File: config.mk
export PLATFORM = sky130hd
export DESIGN_NAME = sfdtp_phy_end_flat
export DESIGN_NICKNAME = d
export VERILOG_FILES = /design/src/hdl/sfdtp_pkg.sv /design/src/hdl/sfdtp_if.sv /design/src/hdl/sfdtp_phy_end.sv /design/src/flat_wrapper.sv
export SDC_FILE = /design/constraint.sdc
export NUM_CORES = 1
export LEC_CHECK = 0
export CAP_MARGIN = 40
export CORE_MARGIN = 1.5
export CORE_UTILIZATION = 57
export DETAILED_ROUTE_END_ITERATION = 16
export DONT_BUFFER_PORTS = 1
export HOLD_SLACK_MARGIN = 0.03
export PLACE_DENSITY = 0.81
export SYNTH_ARGS = -nofsm -noshare
export SYNTH_HDL_FRONTEND = slang
export SYNTH_SLANG_ARGS = --single-unit
File: constraint.sdc
create_clock -name SYS_CLK -period 3.7 [get_ports SYS_CLK]
set_input_delay 0.555 -clock SYS_CLK [delete_from_list [all_inputs] [get_ports SYS_CLK]]
set_output_delay 0.555 -clock SYS_CLK [all_outputs]
set_load 0.02 [all_outputs]
File: src/hdl/sfdtp_pkg.sv
package sfdtp_pkg;
	////////////////////////////////////////////////////////////////////////////////
	// management register offsets
	localparam logic [15:0] SFDTP_ADDR_CTRL = 16'h001F;
	localparam logic [15:0] SFDTP_ADDR_SKEW = 16'h0055;
	localparam logic [15:0] SFDTP_ADDR_SYNC = 16'h00E9;
	localparam logic [15:0] SFDTP_ADDR_RECEIVE_FRAME_CONFIG = 16'h0134;
	localparam logic [15:0] SFDTP_ADDR_MUX = 16'h01E0;
	localparam logic [15:0] SFDTP_ADDR_PHASE = 16'h01E1;

	////////////////////////////////////////////////////////////////////////////////
	// reset values and magic values
	localparam logic [15:0] SFDTP_REG_RST = 16'h0000;
	localparam logic [15:0] SFDTP_SYNC_MAGIC = 16'hDF22;

	////////////////////////////////////////////////////////////////////////////////
	// field positions
	localparam int SFDTP_RESTART_BIT = 14;
	localparam int SFDTP_EMAC_BIT = 7;
	localparam int SFDTP_SKEW_MST_LSB = 4;
	localparam int SFDTP_SKEW_SLV_LSB = 0;
	localparam int SFDTP_SKEW_W = 4;
	localparam int SFDTP_MUX_RX_LSB = 0;
	localparam int SFDTP_MUX_TX_LSB = 4;
	localparam int SFDTP_MUX_W = 3;
	localparam int SFDTP_PHASE_TX_LSB = 0;
	localparam int SFDTP_PHASE_RX_LSB = 4;
	localparam int SFDTP_PHASE_W = 4;

	////////////////////////////////////////////////////////////////////////////////
	// pins, delay line and timing
	localparam int SFDTP_NPINS = 4;
	localparam int SFDTP_DLY_DEPTH = 32;
	localparam int SFDTP_DLY_IDX_W = 5;
	localparam int SFDTP_STEP_NS = 8;
	localparam int SFDTP_CLK_NS = 50;
	// a longest step rounds down, but never below one cycle
	localparam int SFDTP_STEP_CYC = (SFDTP_STEP_NS / SFDTP_CLK_NS < 1) ? 1 :
		SFDTP_STEP_NS / SFDTP_CLK_NS;
endpackage : sfdtp_pkg

File: src/hdl/sfdtp_if.sv
`timescale 1ns/1ps
interface sfdtp_if;
	logic mgmt_req;
	logic mgmt_we;
	logic [15:0] mgmt_addr;
	logic [15:0] mgmt_wdata;
	logic [15:0] mgmt_rdata;
	logic mgmt_ack;
	logic [3:0] sfd_pin;

	modport dev (
		input mgmt_req,
		input mgmt_we,
		input mgmt_addr,
		input mgmt_wdata,
		output mgmt_rdata,
		output mgmt_ack,
		output sfd_pin
	);

	modport host (
		output mgmt_req,
		output mgmt_we,
		output mgmt_addr,
		output mgmt_wdata,
		input mgmt_rdata,
		input mgmt_ack,
		input sfd_pin
	);
endinterface : sfdtp_if

File: src/hdl/sfdtp_phy_end.sv
`timescale 1ns/1ps
// What this block does
// - separate tx and rx delimiter pulses
// - tx at MAC lines, rx after line latency
// - programmable phase delays pulse, one 50 ns clock per step
// - pulses routed to pins by mux register
// - pulses suppressed unless extended MAC bit set
// - 1000M alignment adds latency before rx pulse
// - added latency fixed for one link once sync magic written
// - limit and report only in 1000M
// - software writes sync magic before link
// - restart bit re-establishes link, report cleared until the next link rise
// - master skew reported in bits 7:4
// - slave skew reported in bits 3:0
// - 100M variation random, no readout
module sfdtp_phy_end
	import sfdtp_pkg::*;
(
	input wire logic SYS_CLK,
	input wire logic RESET,
	sfdtp_if.dev MGMT,
	input wire logic TX_DELIMITER_PULSE_IN,
	input wire logic RX_DELIMITER_PULSE_IN,
	input wire logic LINK_UP,
	input wire logic SPEED_1000,
	input wire logic MASTER_MODE,
	input wire logic [3:0] ALIGN_SKEW,
	output logic LINK_RESTART,
	output logic TX_DELIMITER_PULSE_PULSE,
	output logic RX_DELIMITER_PULSE_PULSE
);

	////////////////////////////////////////////////////////////////////////////////
	// helpers

	// pin select: 0 routes nowhere, 1..4 picks a pin
	function automatic logic [SFDTP_NPINS-1:0] pin_decode(input logic [SFDTP_MUX_W-1:0] sel);
		logic [SFDTP_NPINS-1:0] hot;
		hot = '0;
		for (int i = 0; i < SFDTP_NPINS; i++) begin
			if (sel == SFDTP_MUX_W'(i + 1)) begin
				hot[i] = 1'b1;
			end
		end
		return hot;
	endfunction : pin_decode

	function automatic logic [SFDTP_DLY_IDX_W-1:0] phase_taps(input logic [SFDTP_PHASE_W-1:0] ph);
		return SFDTP_DLY_IDX_W'(ph * SFDTP_STEP_CYC);
	endfunction : phase_taps

	////////////////////////////////////////////////////////////////////////////////
	// management registers

	logic [15:0] ctrl_reg, ctrl_next;
	logic [15:0] sync_reg, sync_next;
	logic [15:0] receive_frame_config_reg, receive_frame_config_next;
	logic [15:0] mux_reg, mux_next;
	logic [15:0] phase_reg, phase_next;
	logic [15:0] rdata_reg, rdata_next;
	logic ack_reg, ack_next;
	logic restart_reg, restart_next;
	logic [15:0] skew_reg;
	logic take, wr;

	assign take = MGMT.mgmt_req & ~ack_reg;
	assign wr = take & MGMT.mgmt_we;

	always_comb begin
		ctrl_next = ctrl_reg;
		sync_next = sync_reg;
		receive_frame_config_next = receive_frame_config_reg;
		mux_next = mux_reg;
		phase_next = phase_reg;
		rdata_next = rdata_reg;
		restart_next = 1'b0;
		ack_next = take;
		if (wr) begin
			case (MGMT.mgmt_addr)
				SFDTP_ADDR_CTRL: begin
					// restart bit is self-clearing and never stored
					ctrl_next = MGMT.mgmt_wdata;
					ctrl_next[SFDTP_RESTART_BIT] = 1'b0;
					restart_next = MGMT.mgmt_wdata[SFDTP_RESTART_BIT];
				end
				SFDTP_ADDR_SYNC: sync_next = MGMT.mgmt_wdata;
				SFDTP_ADDR_RECEIVE_FRAME_CONFIG: receive_frame_config_next = MGMT.mgmt_wdata;
				SFDTP_ADDR_MUX: mux_next = MGMT.mgmt_wdata;
				SFDTP_ADDR_PHASE: phase_next = MGMT.mgmt_wdata;
				default: ;
			endcase
		end
		if (take) begin
			case (MGMT.mgmt_addr)
				SFDTP_ADDR_CTRL: rdata_next = ctrl_reg;
				SFDTP_ADDR_SKEW: rdata_next = skew_reg;
				SFDTP_ADDR_SYNC: rdata_next = sync_reg;
				SFDTP_ADDR_RECEIVE_FRAME_CONFIG: rdata_next = receive_frame_config_reg;
				SFDTP_ADDR_MUX: rdata_next = mux_reg;
				SFDTP_ADDR_PHASE: rdata_next = phase_reg;
				default: rdata_next = '0;
			endcase
		end
	end

	always_ff @(posedge SYS_CLK) begin
		if (RESET) begin
			ctrl_reg <= SFDTP_REG_RST;
			sync_reg <= SFDTP_REG_RST;
			receive_frame_config_reg <= SFDTP_REG_RST;
			mux_reg <= SFDTP_REG_RST;
			phase_reg <= SFDTP_REG_RST;
			rdata_reg <= SFDTP_REG_RST;
			ack_reg <= 1'b0;
			restart_reg <= 1'b0;
		end else begin
			ctrl_reg <= ctrl_next;
			sync_reg <= sync_next;
			receive_frame_config_reg <= receive_frame_config_next;
			mux_reg <= mux_next;
			phase_reg <= phase_next;
			rdata_reg <= rdata_next;
			ack_reg <= ack_next;
			restart_reg <= restart_next;
		end
	end

	assign MGMT.mgmt_ack = ack_reg;
	assign MGMT.mgmt_rdata = rdata_reg;
	assign LINK_RESTART = restart_reg;

	////////////////////////////////////////////////////////////////////////////////
	// alignment latency capture and skew report

	logic link_d_reg, link_d_next;
	logic skew_vld_reg, skew_vld_next;
	logic [3:0] align_reg, align_next;
	logic [15:0] skew_next;
	logic [3:0] rx_extra;
	logic link_rise;

	assign link_rise = LINK_UP & ~link_d_reg;

	always_comb begin
		link_d_next = LINK_UP;
		skew_vld_next = skew_vld_reg;
		align_next = align_reg;
		skew_next = skew_reg;
		// a fresh link in the restart cycle outranks the clear
		if (!LINK_UP || (restart_reg && !link_rise)) begin
			// link gone or restart requested: old figure no longer describes anything
			skew_vld_next = 1'b0;
			align_next = '0;
			skew_next = '0;
		end else if (link_rise) begin
			if (SPEED_1000 && sync_reg == SFDTP_SYNC_MAGIC) begin
				skew_vld_next = 1'b1;
				align_next = ALIGN_SKEW;
				skew_next = '0;
				if (MASTER_MODE) begin
					skew_next[SFDTP_SKEW_MST_LSB +: SFDTP_SKEW_W] = ALIGN_SKEW;
				end else begin
					skew_next[SFDTP_SKEW_SLV_LSB +: SFDTP_SKEW_W] = ALIGN_SKEW;
				end
			end else begin
				// 100M or uninitialised: nothing to report
				skew_vld_next = 1'b0;
				skew_next = '0;
			end
		end
	end

	always_ff @(posedge SYS_CLK) begin
		if (RESET) begin
			link_d_reg <= 1'b0;
			skew_vld_reg <= 1'b0;
			align_reg <= '0;
			skew_reg <= SFDTP_REG_RST;
		end else begin
			link_d_reg <= link_d_next;
			skew_vld_reg <= skew_vld_next;
			align_reg <= align_next;
			skew_reg <= skew_next;
		end
	end

	// without init the live figure is used, so it may wander between frames
	always_comb begin
		if (skew_vld_reg) begin
			rx_extra = align_reg;
		end else if (SPEED_1000 && LINK_UP) begin
			rx_extra = ALIGN_SKEW;
		end else begin
			rx_extra = '0;
		end
	end

	////////////////////////////////////////////////////////////////////////////////
	// delimiter pulse delay lines

	logic tx_in_d_reg, tx_in_d_next, rx_in_d_reg, rx_in_d_next;
	logic [SFDTP_DLY_DEPTH-1:0] tx_sh_reg, tx_sh_next, rx_sh_reg, rx_sh_next;
	logic tx_pulse_reg, tx_pulse_next, rx_pulse_reg, rx_pulse_next;
	logic [SFDTP_NPINS-1:0] pin_reg, pin_next;
	logic [SFDTP_DLY_IDX_W-1:0] tx_tap, rx_tap;
	logic enable;

	assign enable = receive_frame_config_reg[SFDTP_EMAC_BIT];
	assign tx_tap = phase_taps(phase_reg[SFDTP_PHASE_TX_LSB +: SFDTP_PHASE_W]);
	assign rx_tap = SFDTP_DLY_IDX_W'(phase_taps(phase_reg[SFDTP_PHASE_RX_LSB +: SFDTP_PHASE_W])
		+ SFDTP_DLY_IDX_W'(rx_extra));

	always_comb begin
		tx_in_d_next = TX_DELIMITER_PULSE_IN;
		rx_in_d_next = RX_DELIMITER_PULSE_IN;
		// edge detect so a held strobe still yields one pulse
		tx_sh_next = {tx_sh_reg[SFDTP_DLY_DEPTH-2:0], TX_DELIMITER_PULSE_IN & ~tx_in_d_reg};
		rx_sh_next = {rx_sh_reg[SFDTP_DLY_DEPTH-2:0], RX_DELIMITER_PULSE_IN & ~rx_in_d_reg};
		tx_pulse_next = enable & tx_sh_next[tx_tap];
		rx_pulse_next = enable & rx_sh_next[rx_tap];
		pin_next = ({SFDTP_NPINS{tx_pulse_next}} &
			pin_decode(mux_reg[SFDTP_MUX_TX_LSB +: SFDTP_MUX_W])) |
			({SFDTP_NPINS{rx_pulse_next}} &
			pin_decode(mux_reg[SFDTP_MUX_RX_LSB +: SFDTP_MUX_W]));
	end

	always_ff @(posedge SYS_CLK) begin
		if (RESET) begin
			tx_in_d_reg <= 1'b0;
			rx_in_d_reg <= 1'b0;
			tx_sh_reg <= '0;
			rx_sh_reg <= '0;
			tx_pulse_reg <= 1'b0;
			rx_pulse_reg <= 1'b0;
			pin_reg <= '0;
		end else begin
			tx_in_d_reg <= tx_in_d_next;
			rx_in_d_reg <= rx_in_d_next;
			tx_sh_reg <= tx_sh_next;
			rx_sh_reg <= rx_sh_next;
			tx_pulse_reg <= tx_pulse_next;
			rx_pulse_reg <= rx_pulse_next;
			pin_reg <= pin_next;
		end
	end

	assign TX_DELIMITER_PULSE_PULSE = tx_pulse_reg;
	assign RX_DELIMITER_PULSE_PULSE = rx_pulse_reg;
	assign MGMT.sfd_pin = pin_reg;

endmodule : sfdtp_phy_end

File: src/flat_wrapper.sv
// flat-port wrapper written by rule: the top's interface ports become plain ports
module sfdtp_phy_end_flat import sfdtp_pkg::*;
  (SYS_CLK, RESET, TX_DELIMITER_PULSE_IN, RX_DELIMITER_PULSE_IN, LINK_UP, SPEED_1000, MASTER_MODE, ALIGN_SKEW, LINK_RESTART, TX_DELIMITER_PULSE_PULSE, RX_DELIMITER_PULSE_PULSE, MGMT_mgmt_req, MGMT_mgmt_we, MGMT_mgmt_addr, MGMT_mgmt_wdata, MGMT_mgmt_rdata, MGMT_mgmt_ack, MGMT_sfd_pin);
  sfdtp_if MGMT_i ();
  input wire logic SYS_CLK;
  input wire logic RESET;
  input wire logic TX_DELIMITER_PULSE_IN;
  input wire logic RX_DELIMITER_PULSE_IN;
  input wire logic LINK_UP;
  input wire logic SPEED_1000;
  input wire logic MASTER_MODE;
  input wire logic [3:0] ALIGN_SKEW;
  output logic LINK_RESTART;
  output logic TX_DELIMITER_PULSE_PULSE;
  output logic RX_DELIMITER_PULSE_PULSE;
  input wire logic [$bits(MGMT_i.mgmt_req)-1:0] MGMT_mgmt_req;
  input wire logic [$bits(MGMT_i.mgmt_we)-1:0] MGMT_mgmt_we;
  input wire logic [$bits(MGMT_i.mgmt_addr)-1:0] MGMT_mgmt_addr;
  input wire logic [$bits(MGMT_i.mgmt_wdata)-1:0] MGMT_mgmt_wdata;
  output wire logic [$bits(MGMT_i.mgmt_rdata)-1:0] MGMT_mgmt_rdata;
  output wire logic [$bits(MGMT_i.mgmt_ack)-1:0] MGMT_mgmt_ack;
  output wire logic [$bits(MGMT_i.sfd_pin)-1:0] MGMT_sfd_pin;
  assign MGMT_i.mgmt_req = MGMT_mgmt_req;
  assign MGMT_i.mgmt_we = MGMT_mgmt_we;
  assign MGMT_i.mgmt_addr = MGMT_mgmt_addr;
  assign MGMT_i.mgmt_wdata = MGMT_mgmt_wdata;
  assign MGMT_mgmt_rdata = MGMT_i.mgmt_rdata;
  assign MGMT_mgmt_ack = MGMT_i.mgmt_ack;
  assign MGMT_sfd_pin = MGMT_i.sfd_pin;
  sfdtp_phy_end u_core (.SYS_CLK(SYS_CLK), .RESET(RESET), .MGMT(MGMT_i), .TX_DELIMITER_PULSE_IN(TX_DELIMITER_PULSE_IN), .RX_DELIMITER_PULSE_IN(RX_DELIMITER_PULSE_IN), .LINK_UP(LINK_UP), .SPEED_1000(SPEED_1000), .MASTER_MODE(MASTER_MODE), .ALIGN_SKEW(ALIGN_SKEW), .LINK_RESTART(LINK_RESTART), .TX_DELIMITER_PULSE_PULSE(TX_DELIMITER_PULSE_PULSE), .RX_DELIMITER_PULSE_PULSE(RX_DELIMITER_PULSE_PULSE));
endmodule
# [Word-level counts from Yosys, hierarchy flattened]
# Cells that the tools add are included.
[word_totals] in_bits=45 out_inout_bits=24 word_cells=86 reg_bits=173
[classes] add_sub_neg=1 n_reduce_logical=14 bitwise_logic=16 n_mux=19 eq_ne=15 order_cmp=2
[op_table] cell="case mux 16 bit (6 select lines)" n=1
[op_table] cell="equality test 16 x 9 -> 1 bit (second input constant)" n=3
[op_table] cell="equality test 16 bit (second input constant)" n=1
[op_table] cell="equality test 16 x 5 -> 1 bit (second input constant)" n=1
[op_table] cell="equality test 16 x 7 -> 1 bit (second input constant)" n=1
[op_table] cell="equality test 16 x 8 -> 1 bit (second input constant)" n=1
[op_table] cell="two-way mux 4 bit" n=4
[op_table] cell="equality test 3 x 2 -> 1 bit (second input constant)" n=4
[op_table] cell="AND reduction 2 bit" n=6
[op_table] cell="two-way mux 1 bit" n=11
[op_table] cell="bitwise AND 4 bit" n=2
[op_table] cell="two-way mux 8 bit" n=1
[op_table] cell="bitwise AND 1 bit" n=7
[op_table] cell="equality test 3 x 1 -> 1 bit (second input constant)" n=2
[op_table] cell="equality test 3 bit (second input constant)" n=2
[op_table] cell="< comparator 4 x 6 -> 1 bit (second input constant)" n=1
[op_table] cell="< comparator 5 x 6 -> 1 bit (second input constant)" n=1
[op_table] cell="NOT 1 bit" n=6
[op_table] cell="adder 4 x 4 -> 5 bit" n=1
[op_table] cell="binary-select mux 1 bit (select 5 bit)" n=1
[op_table] cell="binary-select mux 1 bit (select 4 bit)" n=1
[op_table] cell="OR 4 bit" n=1
[op_table] cell="logical AND 1 bit" n=3
[op_table] cell="OR reduction 3 bit" n=1
[op_table] cell="other kinds (3)" n=4

# [Longest topological paths before layout]
# Gate-level depths: netlist (run 1).
[depth] depth_word=9 depth_mapped=12 depth_no_buf=10

# [Worst setup path after synthesis (run 1)]
# No wires, ideal clock.
[synth_timing] path_type="in2reg" start="input port LINK_UP" end="register u_core.pin_reg[2], in the netlist u_core.MGMT.sfd_pin[2]" slack_ns=0.818 cell_stages=10 required_time_ns=3.577 t_arrival_ns=2.759 n_path_buf=1 path_cell_list="nand3_1 o21ai_0 ha_1 fa_1 clkbuf_1 mux4_2 mux2_2 o2111ai_1 o31a_1 o22ai_1"
[synth_via] elab_chain_cells=9
[synth_lines] item="start: declaration" line_no="flat_wrapper.sv:9" text="input wire logic LINK_UP;"
[synth_lines] item="logical AND 1 bit" line_no="sfdtp_phy_end.sv:191" text="end else if (SPEED_1000 && LINK_UP) begin"
[synth_lines] item="two-way mux 4 bit" line_no="sfdtp_phy_end.sv:191"
[synth_lines] item="two-way mux 4 bit" line_no="sfdtp_phy_end.sv:189" text="if (skew_vld_reg) begin"
[synth_lines] item="adder 4 x 4 -> 5 bit" line_no="sfdtp_phy_end.sv:211" text="+ SFDTP_DLY_IDX_W'(rx_extra));"
[synth_lines] item="binary-select mux 1 bit (select 5 bit)" line_no="sfdtp_phy_end.sv:220" text="rx_pulse_next = enable & rx_sh_next[rx_tap];"
[synth_lines] item="two-way mux 1 bit (implied by the code)" line_no="sfdtp_phy_end.sv:220"
[synth_lines] item="bitwise AND 1 bit" line_no="sfdtp_phy_end.sv:220"
[synth_lines] item="bitwise AND 4 bit" line_no="sfdtp_phy_end.sv:223" text="({SFDTP_NPINS{rx_pulse_next}} &"
[synth_lines] item="OR 4 bit" line_no="sfdtp_phy_end.sv:222" text="pin_decode(mux_reg[SFDTP_MUX_TX_LSB +: SFDTP_MUX_W])) |"
[synth_lines] item="end signal: assignment" line_no="sfdtp_phy_end.sv:243" text="pin_reg <= pin_next;"
[synth_lines] item="end: declaration" line_no="sfdtp_phy_end.sv:204" text="logic [SFDTP_NPINS-1:0] pin_reg, pin_next;"
# Every way passes these cells. The select of a mux whose other input is x is not followed.
# A chain may end at the register's enable or synchronous reset.

# [Worst setup path after layout (run 1)]
[layout_timing] start="register u_core.skew_vld_reg" end="register u_core.pin_reg[2], in the netlist u_core.MGMT.sfd_pin[2]"
[layout_via] elab_chain_cells=7
[layout_lines] item="start: declaration" line_no="sfdtp_phy_end.sv:136" text="logic skew_vld_reg, skew_vld_next;"
[layout_lines] item="start signal: assignment" line_no="sfdtp_phy_end.sv:181" text="skew_vld_reg <= skew_vld_next;"
[layout_lines] item="two-way mux 4 bit" line_no="sfdtp_phy_end.sv:189"
[layout_lines] item="adder 4 x 4 -> 5 bit" line_no="sfdtp_phy_end.sv:211"
[layout_lines] item="binary-select mux 1 bit (select 5 bit)" line_no="sfdtp_phy_end.sv:220"
[layout_lines] item="two-way mux 1 bit (implied by the code)" line_no="sfdtp_phy_end.sv:220"
[layout_lines] item="bitwise AND 1 bit" line_no="sfdtp_phy_end.sv:220"
[layout_lines] item="bitwise AND 4 bit" line_no="sfdtp_phy_end.sv:223"
[layout_lines] item="OR 4 bit" line_no="sfdtp_phy_end.sv:222"
# Every way passes these cells. The select of a mux whose other input is x is not followed.

==> results_tabular.tex, run 1 <==
\begin{tabular}{lr}
\hline
Metric & Value \\
\hline
\multicolumn{2}{l}{\textbf{Run status}} \\
\quad Result of the run & completed \\
\multicolumn{2}{l}{\textbf{Clock network}} \\
\quad Post-CTS Setup Bufs & 0 \\
\quad Number of buffers inserted during clock tree synthesis & 17 \\
\quad Cts-stage hold buffer count & 0 \\
\quad H-tree depth reported by CTS & 4 \\
\quad Buffers from clock root to sink, at most & 2 \\
\quad Cell at the root of the clock tree & sky130\_fd\_sc\_hd\_\_clkbuf\_16 \\
\quad Count of instances resized after the clock tree is built & 0 \\
\quad Clock-pin slew on the worst setup and hold paths & 70 ps \\
\quad TritonCTS clock tree & built \\
\quad Clock net sink count & 165 \\
\quad Clk\_lat worst skew & 430 ps \\
\multicolumn{2}{l}{\textbf{Yosys}} \\
\quad Async set-or-reset flop fraction in the synthesized netlist & 0\% \\
\quad Net Count, Synth & 707 \\
\quad Number of distinct library cells after synthesis & 58 \\
\quad Top flip-flop cell by instance count after synthesis & sky130\_fd\_sc\_hd\_\_dfxtp\_1 \\
\quad Synth warnings & 0 \\
\quad Sequential share of the synthesized area & 50.0\% \\
\quad Post-synthesis instance area & 6610 um\^{}2 \\
\quad Most area-consuming cells after synthesis & sky130\_fd\_sc\_hd\_\_dfxtp\_1, sky130\_fd\_sc\_hd\_\_mux2i\_1, sky130\_fd\_sc\_hd\_\_nor2\_1 \\
\quad Synth Register Bits & 165 \\
\quad Synthesized instance count & 657 \\
\quad Syn\_area\_per\_cell & 10.1 um\^{}2 \\
\quad Share of Yosys cell area claimed by the top area cell type & 50.0\% \\
\quad Number of enable flip-flop cells after synthesis & 0 \\
\quad Most area-hungry cell type in the Yosys netlist & sky130\_fd\_sc\_hd\_\_dfxtp\_1 \\
\multicolumn{2}{l}{\textbf{Die}} \\
\quad I/O Pins & 69 \\
\quad Die Ht & 111 um \\
\quad DIE AREA & 12300 um\^{}2 \\
\quad Standard-cell row count & 39 \\
\quad Area of the core & 11400 um\^{}2 \\
\quad Width of the die & 111 um \\
\quad Effective utilization at floorplan & 58.1\% \\
\multicolumn{2}{l}{\textbf{Power}} \\
\quad Power density normalized to cell area & 488 nW/um\^{}2 \\
\quad Worst vdd rail ir drop & 0.000485 V \\
\quad Leakage power of the design & 2.71 nW \\
\quad Overall power after layout & 0.00355 W \\
\multicolumn{2}{l}{\textbf{Timing}} \\
\quad Accumulated negative setup slack & 0 ps \\
\quad Slew Viols, Final & 0 \\
\quad Shortest clock period the worst path allows after layout & 2960 ps \\
\quad Minimum hold slack & 183 ps \\
\quad Final hold violation count & 0 \\
\quad Fin Clk Skew & 9.96 ps \\
\quad Fmax & 0.337 GHz \\
\quad Worst Tran Pin Value & 732 ps \\
\quad Slew margin rel. & 51.1\% \\
\quad Share of the clock period used by the worst path after layout & 80.1\% \\
\quad Setup Viol. Count Final & 0 \\
\quad Unrepaired setup endpoints after global routing & no \\
\multicolumn{2}{l}{\textbf{Worst setup path}} \\
\quad Worst stage delay on the critical path & 770 ps \\
\quad Critical path endpoint category & register \\
\quad Critical-path top delay cell & sky130\_fd\_sc\_hd\_\_fa\_1 \\
\quad Critical Setup Path Class & register to register \\
\quad Critical Path RT & 4020 ps \\
\quad WP data arrival & 3280 ps \\
\quad Total buffers and inverters traversed by the critical path & 0 \\
\quad Cell Chain, Critical Path & o21ai\_0 > ha\_1 > fa\_1 > mux4\_2 > mux2\_2 > o2111ai\_1 > o31a\_1 > o22ai\_1 \\
\quad CP max FO & 9 \\
\quad Startpoint type of the worst setup path & register \\
\quad Cell family with most CP delay & adder cells \\
\multicolumn{2}{l}{\textbf{Final layout}} \\
\quad Share of final-layout standard cells stronger than drive strength 1 & 11.3\% \\
\quad Synth-to-Final Area Change & 10.0\% \\
\quad NumNets Final & 698 \\
\quad Number of flip-flops in the largest register & 31 \\
\quad Commonest cells after routing, fill and taps aside & sky130\_fd\_sc\_hd\_\_dfxtp\_1, sky130\_fd\_sc\_hd\_\_nor2\_1, sky130\_fd\_sc\_hd\_\_nand2\_1, sky130\_fd\_sc\_hd\_\_mux2i\_1, sky130\_fd\_sc\_hd\_\_nor2b\_1 \\
\quad Most common library cell in the layout ignoring fill and taps & sky130\_fd\_sc\_hd\_\_dfxtp\_1 \\
\quad Number of antenna diodes & 0 \\
\multicolumn{2}{l}{\textbf{Route}} \\
\quad Drt drc & 0 \\
\quad Highest metal layer with signal wires & met4 \\
\quad Detailed-route wire length on metal 1 & 6.37 mm \\
\quad Routed wire length & 15.5 mm \\
\quad Routed wirelength normalized by instance count & 19.3 um \\
\quad Starting DRT DRC Count & 479 \\
\quad Per-cell via count in the routed design & 6.18 \\
\quad Detailed-router iteration count before antenna repair & 6 \\
\quad Detailed-routed wire length on met3 & 1.58 mm \\
\quad Detailed-routed wire length on met2 & 7.07 mm \\
\quad Routed via count & 4967 \\
\quad Number of nets with antenna violations after routing & 0 \\
\multicolumn{2}{l}{\textbf{Min path}} \\
\quad Worst hold path class & input pin to register \\
\multicolumn{2}{l}{\textbf{Place}} \\
\quad I/O Buffers & 0 \\
\quad Routability cong. & 0.884 \\
\quad Post-detailed-placement half-perimeter wirelength & 10.4 mm \\
\multicolumn{2}{l}{\textbf{Flow run}} \\
\quad Total of max-cap violations & 0 \\
\multicolumn{2}{l}{\textbf{Global route}} \\
\quad First-pass GRT wire length & 25.1 mm \\
\quad Largest net degree at the start of global routing & 140 \\
\quad Aggregate global-route resource usage & 26.2\% \\
\quad Initial antenna violation count & 0 \\
\quad Via count of the first global-routing pass & 4822 \\
\quad Remaining global-route overflow & 0 \\
\hline
\end{tabular}
## cell usage after synthesis (2+ instances only)
master                        n
sky130_fd_sc_hd__dfxtp_1    165
sky130_fd_sc_hd__nor2_1      93
sky130_fd_sc_hd__mux2i_1     68
sky130_fd_sc_hd__nand2_1     68
sky130_fd_sc_hd__nor2b_1     54
sky130_fd_sc_hd__clkbuf_1    27
sky130_fd_sc_hd__a21oi_1     19
sky130_fd_sc_hd__a221oi_1    15
sky130_fd_sc_hd__mux4_2      13
sky130_fd_sc_hd__a22oi_1     11
sky130_fd_sc_hd__a222oi_1     9
sky130_fd_sc_hd__buf_2        9
sky130_fd_sc_hd__o21ai_1      9
sky130_fd_sc_hd__a311oi_1     8
sky130_fd_sc_hd__o2bb2ai_1    7
sky130_fd_sc_hd__nand3_1      6
sky130_fd_sc_hd__nor2_2       5
sky130_fd_sc_hd__a22oi_2      4
sky130_fd_sc_hd__ha_1         4
sky130_fd_sc_hd__o21ai_0      4
sky130_fd_sc_hd__o22ai_1      4
sky130_fd_sc_hd__and3_1       3
sky130_fd_sc_hd__inv_1        3
sky130_fd_sc_hd__nand3b_1     3
sky130_fd_sc_hd__nor3b_1      3
sky130_fd_sc_hd__a21o_1       2
sky130_fd_sc_hd__and2_1       2
sky130_fd_sc_hd__buf_4        2
sky130_fd_sc_hd__nand2b_1     2
sky130_fd_sc_hd__nand4_1      2
sky130_fd_sc_hd__nor3_1       2
sky130_fd_sc_hd__nor4_1       2
sky130_fd_sc_hd__nor4_4       2
sky130_fd_sc_hd__or4_1        2
sky130_fd_sc_hd__xnor2_1      2
## layer usage
| metal | global-route usage [%] | vias up |
|---|---|---|
| met4 | 12.1 | 0 |
| li1 | - | 2322 |
| met3 | 9.35 | 37 |
| met5 | 0 | - |
| met1 | 33.1 | 2383 |
| met2 | 40.4 | 225 |
## path summary, 6_finish.rpt
check / slack (ps) / depth (start not counted) / from / end
max: 740 / 8 / u_core.skew_vld_reg / u_core.MGMT.sfd_pin[2]
min: 180 / 1 / RESET / u_core.mux_reg[7]
max reg2reg: 740 / 8 / u_core.skew_vld_reg / u_core.MGMT.sfd_pin[2]
min reg2reg: 420 / 1 / u_core.rx_in_d_reg / u_core.rx_sh_reg[0]
## worst register-to-register path, cell delays in order (launching register included)
cell and delay (ps):
sky130_fd_sc_hd__dfxtp_1 470, sky130_fd_sc_hd__o21ai_0 160, sky130_fd_sc_hd__ha_1 230, sky130_fd_sc_hd__fa_1 770
sky130_fd_sc_hd__mux4_2 380, sky130_fd_sc_hd__mux2_2 280, sky130_fd_sc_hd__o2111ai_1 180, sky130_fd_sc_hd__o31a_1 260
sky130_fd_sc_hd__o22ai_1 120
## report_power, final
part / leakage, nW / internal, W / switching (W) / total, W
Clock: 0.282 / 0.000951 / 0.000733 / 0.00168
Sequential: 1.33 / 0.00179 / 0.0000152 / 0.00180
Combinational: 1.10 / 0.0000273 / 0.0000327 / 0.0000601
Total: 2.71 / 0.00277 / 0.000781 / 0.00355
## per-stage QoR
stage / instances / utilization [%] / area (um^2) / worst slack [ps]
final: 804 / 64.0 / 7270 / 735
after detailed placement: 772 / 59.0 / 6710 / 672
after global placement: 772 / 59.0 / 6710 / 727
after global routing: 804 / 64.0 / 7270 / 613
after floorplan: 657 / - / 6610 / 818
after CTS: 804 / 64.0 / 7270 / 724
## cell type report
cell class | instances | area [um^2]
Tap cell | 143 | 179
Inverter | 3 | 11.3
Timing Repair Buffer | 11 | 82.6
Fill cell | 854 | 4100
Clock buffer | 19 | 443
Clock inverter | 13 | 124
Multi-Input combinational cell | 450 | 3130
Sequential cell | 165 | 3300
## cell families (layout without fill, tap and decap cells)
kind of cell             Yosys count  in the layout  share of synthesized area [%]
XOR/XNOR                           2              2                          0.265
buffers and inverters             42             46                           2.67
AND/OR/NAND/NOR                  263            263                           20.0
flip-flops                       165            165                           50.0
multiplexers                      82             82                           14.9
AO/OA/AOI/OAI                     98             98                           11.1
adder cells (fa/ha/maj)            5              5                           1.06
(Power assumes the default switching activity.)
==> run 2, diff against run 1 <==
- ABC_AREA: default -> 1
- clock period: 3.7 -> 3 ns (I/O delays scaled with it)
==> run 2 against run 1 <==
Against the previous run: non-clock buffer count down 5; core utilization down 0.43 points; highest routed layer unchanged; largest cell class unchanged; sequential power up 23%; first-iteration DRC count up 23%; die area up 12%; power up 29%; combinational power up 140%.
==> results_tabular.tex, run 2 <==
\begin{tabular}{lr}
\hline
Metric & Value \\
\hline
\multicolumn{2}{l}{\textbf{Yosys}} \\
\quad Top cells by instance count after synthesis & sky130\_fd\_sc\_hd\_\_nand2\_1, sky130\_fd\_sc\_hd\_\_dfxtp\_1, sky130\_fd\_sc\_hd\_\_inv\_1 \\
\quad Sequential share of the synthesized area & 44.6\% (-5.3 points) \\
\quad Most area-hungry cell type in the Yosys netlist & sky130\_fd\_sc\_hd\_\_dfxtp\_1 \\
\quad Top-count cell post-synth & sky130\_fd\_sc\_hd\_\_nand2\_1 \\
\quad Synth warnings & 0 (unchanged) \\
\quad Share of Yosys cell area claimed by the top area cell type & 44.6\% (-5.3 points) \\
\quad Syn\_area\_per\_cell & 7.02 um\^{}2 (-30\%) \\
\quad Number of distinct library cells after synthesis & 33 (-43\%) \\
\quad Net Count, Synth & 1105 (+56\%) \\
\quad Post-synthesis instance area & 7400 um\^{}2 (+12\%) \\
\quad Synth Register Bits & 165 (unchanged) \\
\quad Most area-consuming cells after synthesis & sky130\_fd\_sc\_hd\_\_dfxtp\_1, sky130\_fd\_sc\_hd\_\_nand2\_1, sky130\_fd\_sc\_hd\_\_inv\_1 \\
\quad Top flip-flop cell by instance count after synthesis & sky130\_fd\_sc\_hd\_\_dfxtp\_1 \\
\quad Number of enable flip-flop cells after synthesis & 0 (unchanged) \\
\quad Async set-or-reset flop fraction in the synthesized netlist & 0\% (unchanged) \\
\quad Synthesized instance count & 1055 (+61\%) \\
\multicolumn{2}{l}{\textbf{Worst setup path}} \\
\quad CP max FO & 10 (+1) \\
\quad R2R setup slack & 310 ps (-430 ps) \\
\quad WP data arrival & 3010 ps (-270 ps) \\
\quad Critical Setup Path Class & register to register \\
\quad Critical Path RT & 3320 ps (-700 ps) \\
\quad R2R depth & 12 (+4) \\
\quad Worst reg2reg path endpoint & u\_core.RX\_DELIMITER\_PULSE\_PULSE \\
\quad Startpoint type of the worst setup path & register \\
\quad Setup crit end & u\_core.RX\_DELIMITER\_PULSE\_PULSE \\
\quad Start point of the critical path & u\_core.skew\_vld\_reg \\
\quad RR Startpoint & u\_core.skew\_vld\_reg \\
\quad Critical path endpoint category & register \\
\multicolumn{2}{l}{\textbf{Die}} \\
\quad DIE AREA & 13700 um\^{}2 (+12\%) \\
\quad Standard-cell row count & 41 (+5.1\%) \\
\quad Die Ht & 117 um (+5.7\%) \\
\quad Area of the core & 12600 um\^{}2 (+11\%) \\
\quad I/O Pins & 69 (unchanged) \\
\quad Effective utilization at floorplan & 58.7\% (+0.52 points) \\
\quad Width of the die & 117 um (+5.7\%) \\
\multicolumn{2}{l}{\textbf{Clock network}} \\
\quad Buffers from clock root to sink, at most & 2 (unchanged) \\
\quad TritonCTS clock tree & built \\
\quad Clock net sink count & 165 (unchanged) \\
\quad Cell at the root of the clock tree & sky130\_fd\_sc\_hd\_\_clkbuf\_16 \\
\quad Count of instances resized after the clock tree is built & 0 (unchanged) \\
\quad Number of buffers inserted during clock tree synthesis & 17 (unchanged) \\
\quad Clk\_lat worst skew & 430 ps (about the same) \\
\quad Post-CTS Setup Bufs & 0 (unchanged) \\
\quad Clock-pin slew on the worst setup and hold paths & 60 ps (about the same) \\
\quad H-tree depth reported by CTS & 4 (unchanged) \\
\quad Cts-stage hold buffer count & 0 (unchanged) \\
\multicolumn{2}{l}{\textbf{Route}} \\
\quad Per-cell via count in the routed design & 5.32 (-14\%) \\
\quad Drt drc & 0 (unchanged) \\
\quad Routed via count & 6493 (+31\%) \\
\quad Starting DRT DRC Count & 589 (+23\%) \\
\quad Routed wirelength normalized by instance count & 14.4 um (-25\%) \\
\quad Routed wire length & 17.6 mm (+13\%) \\
\quad Detailed-router iteration count before antenna repair & 5 (-1) \\
\quad Number of nets with antenna violations after routing & 0 (unchanged) \\
\multicolumn{2}{l}{\textbf{Global route}} \\
\quad Largest net degree at the start of global routing & 91 (-35\%) \\
\quad Via count of the first global-routing pass & 5858 (+21\%) \\
\quad Initial antenna violation count & 0 (unchanged) \\
\quad Aggregate global-route resource usage & 26.4\% (+0.21 points) \\
\quad Remaining global-route overflow & 0 (unchanged) \\
\quad First-pass GRT wire length & 27.8 mm (+11\%) \\
\multicolumn{2}{l}{\textbf{Timing}} \\
\quad Fmax & 0.371 GHz (+10\%) \\
\quad Accumulated negative setup slack & 0 ps (unchanged) \\
\quad Fin Clk Skew & 8.47 ps (-1.49 ps) \\
\quad Shortest clock period the worst path allows after layout & 2690 ps (-270 ps) \\
\quad Worst Tran Pin Value & 559 ps (-172 ps) \\
\quad Unrepaired setup endpoints after global routing & no \\
\quad Share of the clock period used by the worst path after layout & 89.8\% (+9.7 points) \\
\quad Minimum hold slack & 94.3 ps (-88.9 ps) \\
\quad Slew Viols, Final & 0 (unchanged) \\
\quad Final hold violation count & 0 (unchanged) \\
\quad Slew margin rel. & 62.6\% (+12 points) \\
\quad Setup Viol. Count Final & 0 (unchanged) \\
\quad Final WS setup & 306 ps (-430 ps) \\
\multicolumn{2}{l}{\textbf{Final layout}} \\
\quad Final non-filler cell total & 1220 (+52\%) \\
\quad Most common library cell in the layout ignoring fill and taps & sky130\_fd\_sc\_hd\_\_nand2\_1 \\
\quad Share of final-layout standard cells stronger than drive strength 1 & 6.87\% (-4.5 points) \\
\quad Number of flip-flops in the largest register & 31 (unchanged) \\
\quad Number of antenna diodes & 0 (unchanged) \\
\quad Synth-to-Final Area Change & 8.33\% \\
\quad Commonest cells after routing, fill and taps aside & sky130\_fd\_sc\_hd\_\_nand2\_1, sky130\_fd\_sc\_hd\_\_dfxtp\_1, sky130\_fd\_sc\_hd\_\_inv\_1 \\
\quad NumNets Final & 1086 (+56\%) \\
\quad Final core utilization & 63.5\% (-0.43 points) \\
\multicolumn{2}{l}{\textbf{Place}} \\
\quad Post-detailed-placement half-perimeter wirelength & 12.2 mm (+18\%) \\
\quad Routability cong. & 0.833 (-5.8\%) \\
\quad Placed cell count & 1189 (+54\%) \\
\quad Setup slack at placement & 277 ps (-395 ps) \\
\quad I/O Buffers & 0 (unchanged) \\
\multicolumn{2}{l}{\textbf{Power}} \\
\quad Worst vdd rail ir drop & 0.000398 V (-18\%) \\
\quad Leakage power of the design & 3.13 nW (+15\%) \\
\quad Power density normalized to cell area & 570 nW/um\^{}2 (+17\%) \\
\multicolumn{2}{l}{\textbf{Min path}} \\
\quad Worst hold path class & input pin to register \\
\multicolumn{2}{l}{\textbf{Flow run}} \\
\quad Total of max-cap violations & 0 (unchanged) \\
\multicolumn{2}{l}{\textbf{Run status}} \\
\quad Result of the run & completed \\
\hline
\end{tabular}
-- run 2: per-layer routing --
metal  global-route usage (%)  part of all wire, %  routed length (um)
met1                     32.2                   42                7360
met2                     45.0                   48                8510
met3                     7.83                  7.7                1360
met4                     8.67                  2.0                 352
met5                        0                    0                   0
-- run 2: cell type report --
cell class / count / area (um^2)
Multi-Input combinational cell: 692 / 3270
Clock buffer: 25 / 515
Fill cell: 1146 / 4600
Sequential cell: 165 / 3300
Inverter: 154 / 578
Clock inverter: 6 / 91.3
Timing Repair Buffer: 6 / 45.0
Tap cell: 172 / 215
-- run 2: worst min-delay path by stage --
stage,from,end,cells past startpoint
4_1_cts,RESET,u_core.tx_in_d_reg,1
6_report,RESET,u_core.tx_in_d_reg,1
3_5_place_dp,u_core.rx_in_d_reg,u_core.rx_sh_reg[0],1
5_1_grt,RESET,u_core.tx_in_d_reg,1
2_1_floorplan,u_core.rx_in_d_reg,u_core.rx_sh_reg[0],1
3_3_place_gp,u_core.rx_in_d_reg,u_core.rx_sh_reg[0],1
-- run 2: critical path: stages, from the launching register on --
cell and delay [ps]:
sky130_fd_sc_hd__dfxtp_1 350, sky130_fd_sc_hd__inv_1 120, sky130_fd_sc_hd__nand2_1 50, sky130_fd_sc_hd__o21ai_0 260, sky130_fd_sc_hd__ha_1 250, sky130_fd_sc_hd__fa_1 580, sky130_fd_sc_hd__inv_1 260, sky130_fd_sc_hd__nand3_1 110
sky130_fd_sc_hd__nand2_1 80, sky130_fd_sc_hd__nand2_1 50, sky130_fd_sc_hd__nand3_1 100, sky130_fd_sc_hd__nand3_1 160, sky130_fd_sc_hd__and3_1 210
-- run 2: logic make-up after synthesis --
group	Yosys count	share of synthesized area [%]
and+or+nand+nor	508	30.8
buffers and inverters	198	11.2
AOI/OAI and AO/OA	178	12.3
DFF	165	44.6
adders and majority gates	5	0.947
xor gates and xnor gates	1	0.118
-- run 2: metrics by stage --
stage	power (W)	instance area (um^2)
final	0.00457	8020
after global routing	0.00470	8020
after CTS	0.00459	8020
after detailed placement	0.00242	7410
after global placement	0.00241	7410
after floorplan	0.00240	7400
-- run 2: where the power goes --
part / switching [W] / internal [W]
registers: 0.0000165 / 0.00220
logic: 0.000101 / 0.0000452
clock network: 0.000848 / 0.00136
total: 0.000966 / 0.00361
